<file path="config.mk">
export PLATFORM = sky130hd
export DESIGN_NAME = event_counter
export DESIGN_NICKNAME = d
export VERILOG_FILES = /design/src/common/counter_pkg.sv /design/src/logic/event_counter.sv /design/src/logic/edge_capture.sv
export VERILOG_INCLUDE_DIRS = /design/src /design/src/common
export SDC_FILE = /design/constraint.sdc
export NUM_CORES = 1
export LEC_CHECK = 0
export BUFFER_PORTS_ARGS = -buffer_cell sky130_fd_sc_hd__buf_2
export CAP_MARGIN = 20
export CORE_MARGIN = 10
export CORE_UTILIZATION = 45
export DETAILED_ROUTE_END_ITERATION = 10
export GPL_TIMING_DRIVEN = 0
export PLACE_DENSITY = 0.65
export SKIP_LAST_GASP = 1
export SLEW_MARGIN = 25
export SYNTH_ARGS = -nofsm -noshare
export SYNTH_HDL_FRONTEND = slang
export SYNTH_SLANG_ARGS = --single-unit
</file>
<file path="constraint.sdc">
create_clock -name mclk -period 3.9 [get_ports mclk]
set_clock_uncertainty 0.05 [all_clocks]
set_input_delay 0.78 -clock mclk [delete_from_list [all_inputs] [get_ports mclk]]
set_output_delay 0.78 -clock mclk [all_outputs]
set_load 0.1 [all_outputs]
</file>
<file path="src/common/counter_consts.svh">
// Register offsets, field positions, reset values and widths of the event counter
`ifndef COUNTER_CONSTS_SVH
`define COUNTER_CONSTS_SVH

`define CNT_WIDTH          8
`define CNT_ALL_ONES       8'hff
`define CNT_ZERO           8'h00
`define CNT_PERIOD_RST     8'hff
`define CNT_COMPARE_RST    8'h80

// Low four bits of the byte addresses on the word-wide bus
`define ADDR_CTRL          4'h0
`define ADDR_PERIOD        4'h4
`define ADDR_COMPARE       4'h8
`define ADDR_COUNT         4'hc
`define ADDR_CAPTURE       4'h0
`define ADDR_STATUS        4'h4
`define ADDR_IRQ_MASK      4'h8

// Word index decode uses address bits 5:2
`define REG_CTRL           4'h0
`define REG_PERIOD         4'h1
`define REG_COMPARE        4'h2
`define REG_COUNT          4'h3
`define REG_CAPTURE        4'h4
`define REG_STATUS         4'h5
`define REG_IRQ_MASK       4'h6
`define REG_RELOAD         4'h7

// Control register fields
`define CTRL_ENABLE_BIT    0
`define CTRL_CMPMODE_LSB   1
`define CTRL_CAPMODE_LSB   4
`define CTRL_RST           32'h0000_0010

// Status / mask bit positions
`define ST_TC_BIT          0
`define ST_CMP_BIT         1
`define ST_CAP_BIT         2

// Reload selection bits and reset value (reset and terminal count on)
`define RL_CAP_BIT         0
`define RL_CMP_BIT         1
`define RL_RST_BIT         2
`define RL_TC_BIT          3
`define RELOAD_RST         4'hc
`define IRQ_MASK_RST       3'h0

`endif

</file>
<file path="src/common/counter_pkg.sv">
// Types shared by the event counter design
package counter_pkg;

    typedef enum logic [2:0] {
        cap_none    = 3'h0,
        cap_rising  = 3'h1,
        cap_falling = 3'h2,
        cap_either  = 3'h3,
        cap_soft    = 3'h4
    } capture_mode_e;

    typedef enum logic [2:0] {
        cmp_lt = 3'h0,
        cmp_le = 3'h1,
        cmp_eq = 3'h2,
        cmp_gt = 3'h3,
        cmp_ge = 3'h4
    } compare_mode_e;

    typedef enum logic [1:0] {
        en_soft = 2'h0,
        en_hard = 2'h1,
        en_both = 2'h2
    } enable_mode_e;

    typedef enum logic [1:0] {
        clk_up     = 2'h0,
        clk_down   = 2'h1,
        clk_dir    = 2'h2,
        clk_updown = 2'h3
    } clock_mode_e;

    typedef enum logic [1:0] {
        run_counting = 2'b01,
        run_halted   = 2'b10
    } run_state_e;

endpackage

</file>
<file path="src/logic/event_counter.sv">
// Programmable up/down event counter with capture, compare and reload control
//
// Function
// - Capture mode none builds no capture logic and ignores the capture input.
// - Copy count on selected capture edge: rising, falling or either.
// - Software capture mode takes the edge from the control register field.
// - Software enable: counting gated by control enable bit only.
// - Hardware enable: counting gated by enable input only.
// - Combined enable: count only while input and control bit both active.
// - Continuous mode keeps counting through terminal count while enabled.
// - One-shot halts after one period; restarts on a rising edge of the reset input.
// - One-shot halt loads period (programmable) or holds terminal count (fixed).
// - Reload sets zero in up clock mode, period in down, direction and up/down clock modes.
// - Reload trigger is OR of enabled capture, compare, reset, terminal sources.
// - Reload on capture, default off, programmable variant only.
// - Reload on compare true, default off, programmable variant only.
// - Reload on reset event, default on, programmable variant only.
// - Reload on overflow or underflow, default on, programmable variant only.
// - Separate up/down inputs reload period at zero or all ones.
// - Interrupt sources individually enabled, ORed, changeable by software.
// - Terminal interrupt always exists; capture and compare need programmable variant.
// - Compare output evaluates count against compare value each cycle.
// - Interrupt output is OR of enabled compare, terminal, capture flags.
//
// The Avalon-MM register port and the register offsets were left to the implementer.
`timescale 1ns/10ps
`default_nettype none
`include "counter_consts.svh"

module event_counter
    import counter_pkg::*;
#(
    parameter capture_mode_e CAPTURE_MODE = cap_rising,
    parameter enable_mode_e  ENABLE_MODE  = en_soft,
    parameter clock_mode_e   CLOCK_MODE   = clk_up,
    parameter bit            ONE_SHOT     = 1'b0,
    parameter bit            PROG_VARIANT = 1'b1
) (
    // Clock and reset
    input  wire logic                   mclk,
    input  wire logic                   reset,
    // Avalon-MM slave
    input  wire logic [5:0]             avs_address,
    input  wire logic                   avs_read,
    input  wire logic                   avs_write,
    input  wire logic [31:0]            avs_writedata,
    input  wire logic [3:0]             avs_byteenable,
    output logic [31:0]                 avs_readdata,
    output logic                        avs_waitrequest,
    // Event inputs
    input  wire logic                   count_input,
    input  wire logic                   direction_up,
    input  wire logic                   increment_input,
    input  wire logic                   decrement_input,
    input  wire logic                   enable_input,
    input  wire logic                   reset_input,
    input  wire logic                   capture_input,
    // Outputs
    output logic                        compare_out,
    output logic                        terminal_count,
    output logic                        interrupt
);

    ////////////////////////////////////////////////////////////////////////
    // State
    logic [`CNT_WIDTH-1:0] count, next_count;
    logic [`CNT_WIDTH-1:0] period, next_period;
    logic [`CNT_WIDTH-1:0] compare_value, next_compare_value;
    logic [`CNT_WIDTH-1:0] capture_value, next_capture_value;
    logic                  ctrl_enable, next_ctrl_enable;
    compare_mode_e         cmp_mode, next_cmp_mode;
    capture_mode_e         cap_field, next_cap_field;
    logic [3:0]            reload_sel, next_reload_sel;
    logic [2:0]            irq_mask, next_irq_mask;
    logic [2:0]            status, next_status;
    run_state_e            run_state, next_run_state;
    logic                  count_prev, up_prev, down_prev, rst_prev;
    logic                  next_count_prev, next_up_prev, next_down_prev, next_rst_prev;
    logic                  compare_prev, next_compare_prev;
    logic                  ack, next_ack;
    logic [31:0]           next_readdata;

    logic                  capture_event;
    logic                  enabled, step_up, step_down, at_terminal, tc_event;
    logic                  reset_event, compare_rise, reload;
    logic [`CNT_WIDTH-1:0] start_value;
    logic [3:0]            reg_index;
    logic                  wr_hit;
    logic [31:0]           wmask;

    assign reg_index = avs_address[5:2];
    // Write lands at the answer edge, when waitrequest is low
    assign wr_hit    = avs_write & ack;

    ////////////////////////////////////////////////////////////////////////
    // Capture edge detection
    generate
        if (CAPTURE_MODE == cap_none) begin : g_no_capture
            assign capture_event = 1'b0;
        end else begin : g_capture
            capture_mode_e edge_sel;
            assign edge_sel = (CAPTURE_MODE == cap_soft) ? cap_field : CAPTURE_MODE;
            edge_capture u_edge (
                .mclk          (mclk),
                .reset         (reset),
                .capture_in    (capture_input),
                .edge_mode     (edge_sel),
                .capture_event (capture_event)
            );
        end
    endgenerate

    ////////////////////////////////////////////////////////////////////////
    // Enable, count steps and compare
    always_comb begin
        case (ENABLE_MODE)
            en_soft: enabled = ctrl_enable;
            en_hard: enabled = enable_input;
            en_both: enabled = ctrl_enable & enable_input;
            default: enabled = 1'b0;
        endcase
        if (run_state == run_halted) begin
            enabled = 1'b0;
        end
        step_up   = 1'b0;
        step_down = 1'b0;
        case (CLOCK_MODE)
            clk_up:     step_up = count_input & ~count_prev;
            clk_down:   step_down = count_input & ~count_prev;
            clk_dir: begin
                step_up   = count_input & ~count_prev & direction_up;
                step_down = count_input & ~count_prev & ~direction_up;
            end
            clk_updown: begin
                step_up   = increment_input & ~up_prev;
                step_down = decrement_input & ~down_prev;
            end
            default: ;
        endcase
        step_up   = step_up & enabled;
        step_down = step_down & enabled;
        case (cmp_mode)
            cmp_lt:  compare_out = count < compare_value;
            cmp_le:  compare_out = count <= compare_value;
            cmp_eq:  compare_out = count == compare_value;
            cmp_gt:  compare_out = count > compare_value;
            cmp_ge:  compare_out = count >= compare_value;
            default: compare_out = 1'b0;
        endcase
    end

    // Terminal count detection per direction
    always_comb begin
        if (CLOCK_MODE == clk_down) begin
            at_terminal = count == `CNT_ZERO;
            tc_event    = step_down & at_terminal;
        end else if (CLOCK_MODE == clk_up) begin
            at_terminal = count == period;
            tc_event    = step_up & at_terminal;
        end else begin
            // zero or all ones in bidirectional modes
            at_terminal = (count == `CNT_ZERO) | (count == `CNT_ALL_ONES);
            tc_event    = enabled & at_terminal;
        end
        terminal_count = at_terminal;
        start_value  = (CLOCK_MODE == clk_up) ? `CNT_ZERO : period;
        reset_event  = reset_input & ~rst_prev;
        compare_rise = compare_out & ~compare_prev;
        reload = (PROG_VARIANT & reload_sel[`RL_CAP_BIT] & capture_event)
               | (PROG_VARIANT & reload_sel[`RL_CMP_BIT] & compare_rise)
               | (PROG_VARIANT & reload_sel[`RL_RST_BIT] & reset_event)
               | (PROG_VARIANT & reload_sel[`RL_TC_BIT] & tc_event)
               | ((CLOCK_MODE == clk_updown) & tc_event);
    end

    ////////////////////////////////////////////////////////////////////////
    // Count, run state and edge history
    always_comb begin
        next_count        = count;
        next_run_state    = run_state;
        next_count_prev   = count_input;
        next_up_prev      = increment_input;
        next_down_prev    = decrement_input;
        next_rst_prev     = reset_input;
        next_compare_prev = compare_out;
        next_capture_value = capture_value;
        if (capture_event) begin
            next_capture_value = count;
        end
        if (reset_input) begin
            // Held reset keeps the counter at its start value, or at its count when reset reload is off
            next_count = (PROG_VARIANT & ~reload_sel[`RL_RST_BIT]) ? count : start_value;
            if (ONE_SHOT & reset_event) begin
                next_run_state = run_counting;
            end
        end else if (ONE_SHOT && tc_event && run_state == run_counting) begin
            // halt after one period, variant-specific end value
            next_run_state = run_halted;
            next_count     = PROG_VARIANT ? period : count;
        end else if (reload) begin
            next_count = (CLOCK_MODE == clk_updown) ? period : start_value;
        end else if (tc_event && !PROG_VARIANT) begin
            // fixed variant wraps to start value
            next_count = start_value;
        end else if (step_up & ~step_down) begin
            next_count = count + 8'h01;
        end else if (step_down & ~step_up) begin
            next_count = count - 8'h01;
        end
        if (wr_hit && reg_index == `REG_COUNT && avs_byteenable[0]) begin
            next_count = avs_writedata[`CNT_WIDTH-1:0];
        end
    end

    always_ff @(posedge mclk) begin
        if (reset) begin
            count         <= (CLOCK_MODE == clk_up) ? `CNT_ZERO : `CNT_PERIOD_RST;
            run_state     <= run_counting;
            count_prev    <= 1'b0;
            up_prev       <= 1'b0;
            down_prev     <= 1'b0;
            rst_prev      <= 1'b0;
            compare_prev  <= next_compare_prev; // No false compare event at release
            capture_value <= `CNT_ZERO;
        end else begin
            count         <= next_count;
            run_state     <= next_run_state;
            count_prev    <= next_count_prev;
            up_prev       <= next_up_prev;
            down_prev     <= next_down_prev;
            rst_prev      <= next_rst_prev;
            compare_prev  <= next_compare_prev;
            capture_value <= next_capture_value;
        end
    end

    ////////////////////////////////////////////////////////////////////////
    // Registers, status flags and bus answer
    always_comb begin
        wmask = {{8{avs_byteenable[3]}}, {8{avs_byteenable[2]}},
                 {8{avs_byteenable[1]}}, {8{avs_byteenable[0]}}};
        next_ctrl_enable   = ctrl_enable;
        next_cmp_mode      = cmp_mode;
        next_cap_field     = cap_field;
        next_period        = period;
        next_compare_value = compare_value;
        next_reload_sel    = reload_sel;
        next_irq_mask      = irq_mask;
        next_status        = status;
        next_ack           = (avs_read | avs_write) & ~ack;
        next_readdata      = 32'h0000_0000;
        if (wr_hit) begin
            case (reg_index)
                `REG_CTRL: if (avs_byteenable[0]) begin
                    next_ctrl_enable = avs_writedata[`CTRL_ENABLE_BIT];
                    next_cmp_mode    = compare_mode_e'(avs_writedata[`CTRL_CMPMODE_LSB +: 3]);
                    next_cap_field   = capture_mode_e'(avs_writedata[`CTRL_CAPMODE_LSB +: 3]);
                end
                `REG_PERIOD:   if (avs_byteenable[0]) next_period = avs_writedata[7:0];
                `REG_COMPARE:  if (avs_byteenable[0]) next_compare_value = avs_writedata[7:0];
                `REG_STATUS:   next_status = status & ~(avs_writedata[2:0] & wmask[2:0]);
                // software changes interrupt sources any time
                `REG_IRQ_MASK: if (avs_byteenable[0]) next_irq_mask = avs_writedata[2:0];
                `REG_RELOAD:   if (avs_byteenable[0]) next_reload_sel = avs_writedata[3:0];
                default: ;
            endcase
        end
        // events set flags, set wins over clear
        if (tc_event)     next_status[`ST_TC_BIT]  = 1'b1;
        if (compare_rise) next_status[`ST_CMP_BIT] = 1'b1;
        if (capture_event) next_status[`ST_CAP_BIT] = 1'b1;
        if (avs_read && !ack) begin
            case (reg_index)
                `REG_CTRL:     next_readdata = {25'h0, cap_field, cmp_mode, ctrl_enable};
                `REG_PERIOD:   next_readdata = {24'h0, period};
                `REG_COMPARE:  next_readdata = {24'h0, compare_value};
                `REG_COUNT:    next_readdata = {24'h0, count};
                `REG_CAPTURE:  next_readdata = {24'h0, capture_value};
                `REG_STATUS:   next_readdata = {28'h0, run_state == run_halted, status};
                `REG_IRQ_MASK: next_readdata = {29'h0, irq_mask};
                `REG_RELOAD:   next_readdata = {28'h0, reload_sel};
                default:       next_readdata = 32'h0000_0000;
            endcase
        end
        avs_waitrequest = (avs_read | avs_write) & ~ack;
        // OR of enabled flags, variant gating
        interrupt = (irq_mask[`ST_TC_BIT] & status[`ST_TC_BIT])
                  | (PROG_VARIANT & irq_mask[`ST_CMP_BIT] & status[`ST_CMP_BIT])
                  | (PROG_VARIANT & irq_mask[`ST_CAP_BIT] & status[`ST_CAP_BIT]);
    end

    always_ff @(posedge mclk) begin
        if (reset) begin
            ctrl_enable   <= 1'b0;
            cmp_mode      <= cmp_lt;
            cap_field     <= cap_rising;
            period        <= `CNT_PERIOD_RST;
            compare_value <= `CNT_COMPARE_RST;
            reload_sel    <= `RELOAD_RST;
            irq_mask      <= `IRQ_MASK_RST;
            status        <= 3'h0;
            ack           <= 1'b0;
            avs_readdata  <= 32'h0000_0000;
        end else begin
            ctrl_enable   <= next_ctrl_enable;
            cmp_mode      <= next_cmp_mode;
            cap_field     <= next_cap_field;
            period        <= next_period;
            compare_value <= next_compare_value;
            reload_sel    <= next_reload_sel;
            irq_mask      <= next_irq_mask;
            status        <= next_status;
            ack           <= next_ack;
            avs_readdata  <= next_readdata;
        end
    end

endmodule

`default_nettype wire

</file>
<file path="src/logic/edge_capture.sv">
// Edge detector that flags the configured edges of the capture input
`timescale 1ns/10ps
`default_nettype none

module edge_capture
    import counter_pkg::*;
(
    // Clock and reset
    input  wire logic          mclk,
    input  wire logic          reset,
    // Capture input and selected edge
    input  wire logic          capture_in,
    input  wire capture_mode_e edge_mode,
    // One-cycle capture event
    output logic               capture_event
);

    logic prev_level;
    logic next_prev_level;

    // Previous level of the capture input
    always_comb begin
        next_prev_level = capture_in;
    end

    always_ff @(posedge mclk) begin
        if (reset) begin
            prev_level <= 1'b0;
        end else begin
            prev_level <= next_prev_level;
        end
    end

    always_comb begin
        case (edge_mode)
            cap_rising:  capture_event = capture_in & ~prev_level;
            cap_falling: capture_event = ~capture_in & prev_level;
            cap_either:  capture_event = capture_in ^ prev_level;
            default:     capture_event = 1'b0;
        endcase
    end

endmodule

`default_nettype wire

</file>
==> reports/summary.txt <==
Power Density = 341 nW/µm²
Post-DRT Antenna Nets = 0
drt wl/cell = 17.8 µm
EDFF count, synth = 0
worst reg2reg startpoint = count[0]$_SDFFE_PP0P_
mux contribution to synthesized area = 7.86%
H-tree depth = 3
Yosys Warn Count = 0
first drt pass iteration count = 5
clock root buffer master = clkbuf_8
Final Max Tran Viols = 0
CP Launch Type = register
RePlAce Congestion = 0.907
register area share after synthesis = 34.9%
CP peak stage delay = 0.45 ns
Yosys reg bits = 61
number of max-cap violations = 0
Main synth FF type = dfxtp_1
Initial Util = 45.8%
# hold bufs at CTS = 0
Setup Buffers After CTS = 0
critical path class = register to output pin
largest net degree at the start of global routing = 14
TritonCTS clock tree = built
post-synthesis adder-cell area fraction = 3.22%
Die Area = 11700 µm²
sw frac = 33.8%
final setup TNS = 0 ns
Clock Power Share = 38.0%
grt ovf = 0
Max Fclk = 277 MHz
dominant cell type by area after synthesis = dfxtp_1
outcome = finished, final reports clean
global-route wire length before repair = 16400 µm
initial drt markers = 265
RSZ-0062 raised after global routing = no
Worst R2R Setup Slack = 1.02 ns
switching power = 468 µW
largest family of logic cells by synthesized area = compound AO/OA/AOI/OAI gates
initial antenna violation count = 0
Post-Syn Area per Cell = 8.71 µm²
CP Capture Type = output pin
Pwr Total = 1380 µW
WP data required = 3.07 ns
Synth Area in Compound Gates = 20.5%
Setup-failing EPs final = 0
R2R Path End = count[5]$_SDFFE_PP0P_
worst path cell trace = clkbuf_1, inv_1, ha_1, and4_2, nand3_1, o41ai_1, a311oi_1, o31a_1, buf_2
core area = 7650 µm²
row count = 32
Int Power = 915 µW
die width = 108 µm
crit path launch = count[0]$_SDFFE_PP0P_
Via density = 5.59
worst setup margin = 0.292 ns
Num CTS Buffers = 9
Crit Path Max Fanout = 8
GRT Resource Usage Total = 17.8%
top cells by area, synth = dfxtp_1 (35%), mux2i_1 (6.6%), buf_4 (5.6%), nor2_1 (4.3%), nand2_1 (3.3%)
detailed placement HPWL = 7630 µm
DRC violations left = 0
Critical Path AT = 2.78 ns
vias post-DR = 3209
Post-CTS Resized = 0
I/O Buffers = 31
sequential share of power = 45.6%
die span in y = 108 µm
commonest non-fill, non-tap cell in the layout = dfxtp_1
I/O pins = 89
Clock Sink Count = 61
reg2reg path depth = 11
later-pin clock latency in the skew report = 0.35 ns
DRT Wirelength = 10200 µm
dpl ws = 0.696 ns
commonest cells after routing, fill and taps aside = dfxtp_1 (61), nor2_1 (40), buf_2 (34)
hold slack = 0.407 ns
post-synth top area share = 34.9%
worst min path class = register to register
Max-slew headroom = 39.1%
slowest stage cell, crit path = buf_2
asr flop ratio synth = 0%
deepest clock path buffer count = 2
XOR/XNOR Fraction of Synth Area = 2.50%
leak pwr = 0.00159 µW
Max VDD drop = 0.235 mV
Logic pwr share = 16.4%
Layout Nets = 529
share of cells above drive strength 1 = 21.6%
end of the critical path = compare_out
Unique masters post-synth = 63
vias in the first global route = 3100
Final Hold Viols = 0
synthesized instance count = 402
Area Growth Syn to Fin = 15.9%
period utilization = 92.5%
simple-gate share of the synthesized area = 20.0%
clk slew on worst S/H paths = 0.08 ns
mapped cell area = 3500 µm²
ant diodes = 0
Final min period = 3.61 ns
Worst-Margin Slew = 0.907 ns
==> synthesized netlist by cell type (3+ instances only) <==
library cell and instances:
a32oi_1 6, xnor2_1 9, dfxtp_1 61, a22oi_1 9
buf_4 26, o32ai_1 3, o21ai_0 6, a21oi_1 20
nand3_1 8, ha_1 9, nand4_1 5, a221oi_1 3
nor2b_1 16, a211o_1 10, and3_1 6, buf_2 3
clkbuf_1 11, inv_1 18, o31a_1 3, nor3_1 9
nand3b_1 3, nor2_1 40, nand2_1 31, nand2b_1 6
a31oi_1 9, mux2i_1 23
==> power groups by stage <==
| stage | registers [µW] | clock network [µW] | logic, µW |
|---|---|---|---|
| floorplan | 648 | 0 | 179 |
| global placement | 645 | 0 | 223 |
| detailed placement | 645 | 0 | 224 |
| CTS | 630 | 540 | 224 |
| global route | 631 | 566 | 238 |
| finish | 630 | 526 | 227 |
==> how the worst min path moves through the flow <==
stage / start / depth (start not counted) / endpoint / slack [ns]
5_1_grt: capture_value[7]$_SDFFE_PP0P_ / 2 / capture_value[7]$_SDFFE_PP0P_ / 0.43
6_report: capture_value[1]$_SDFFE_PP0P_ / 2 / capture_value[1]$_SDFFE_PP0P_ / 0.41
2_1_floorplan: capture_value[4]$_SDFFE_PP0P_ / 2 / capture_value[4]$_SDFFE_PP0P_ / 0.39
3_3_place_gp: capture_value[1]$_SDFFE_PP0P_ / 2 / capture_value[1]$_SDFFE_PP0P_ / 0.39
4_1_cts: capture_value[1]$_SDFFE_PP0P_ / 2 / capture_value[1]$_SDFFE_PP0P_ / 0.41
3_5_place_dp: capture_value[1]$_SDFFE_PP0P_ / 2 / capture_value[1]$_SDFFE_PP0P_ / 0.40
==> layer usage <==
layer | share of wire [%] | up-vias | global-route usage [%]
li1 | - | 1537 | -
met4 | 0.88 | 0 | 5.06
met3 | 9.9 | 10 | 6.54
met1 | 42 | 1523 | 22.6
met5 | 0 | - | 0
met2 | 47 | 139 | 27.8
==> state kept, by name (all words and copies together) (netlist names), 4 cells and up <==
name,count
capture_value,8
period,8
reload_sel,4
compare_value,8
count,8
avs_readdata,8
==> worst max-delay path, delay by kind of cell, from the launching register on <==
family / cells / cell delay [ns]
AOI/OAI and AO/OA: 3 / 0.62
buffers and inverters: 3 / 0.88
and+or+nand+nor: 2 / 0.31
adders and majority gates: 1 / 0.29
DFF: 1 / 0.34
==> cell families (layout without fill, tap and decap cells) <==
kind of cell,after synthesis,count (layout)
simple gates,138,138
compound gates,93,93
buf+inv,65,112
flops,61,61
mux,25,25
xor+xnor,10,10
fa+ha+maj,9,9
other cells,1,24
==> final cells by class <==
class | instances | area, µm²
plain buffers | 47 | 314
clock buffers | 9 | 124
clock inverters | 7 | 58.8
fillers | 734 | 3590
inverters | 18 | 67.6
multi-input cells | 299 | 1990
flip-flops and latches | 61 | 1220
well taps | 102 | 128
repair buffers | 31 | 155
==> metrics by stage <==
stage	area, µm²	cells	util, %
detailed placement	3870	558	50.6
global placement	3870	558	50.6
finish	4060	574	53.1
global route	4060	574	53.1
floorplan	3590	425	-
CTS	4050	574	53.0
(Power assumes the default switching activity.)
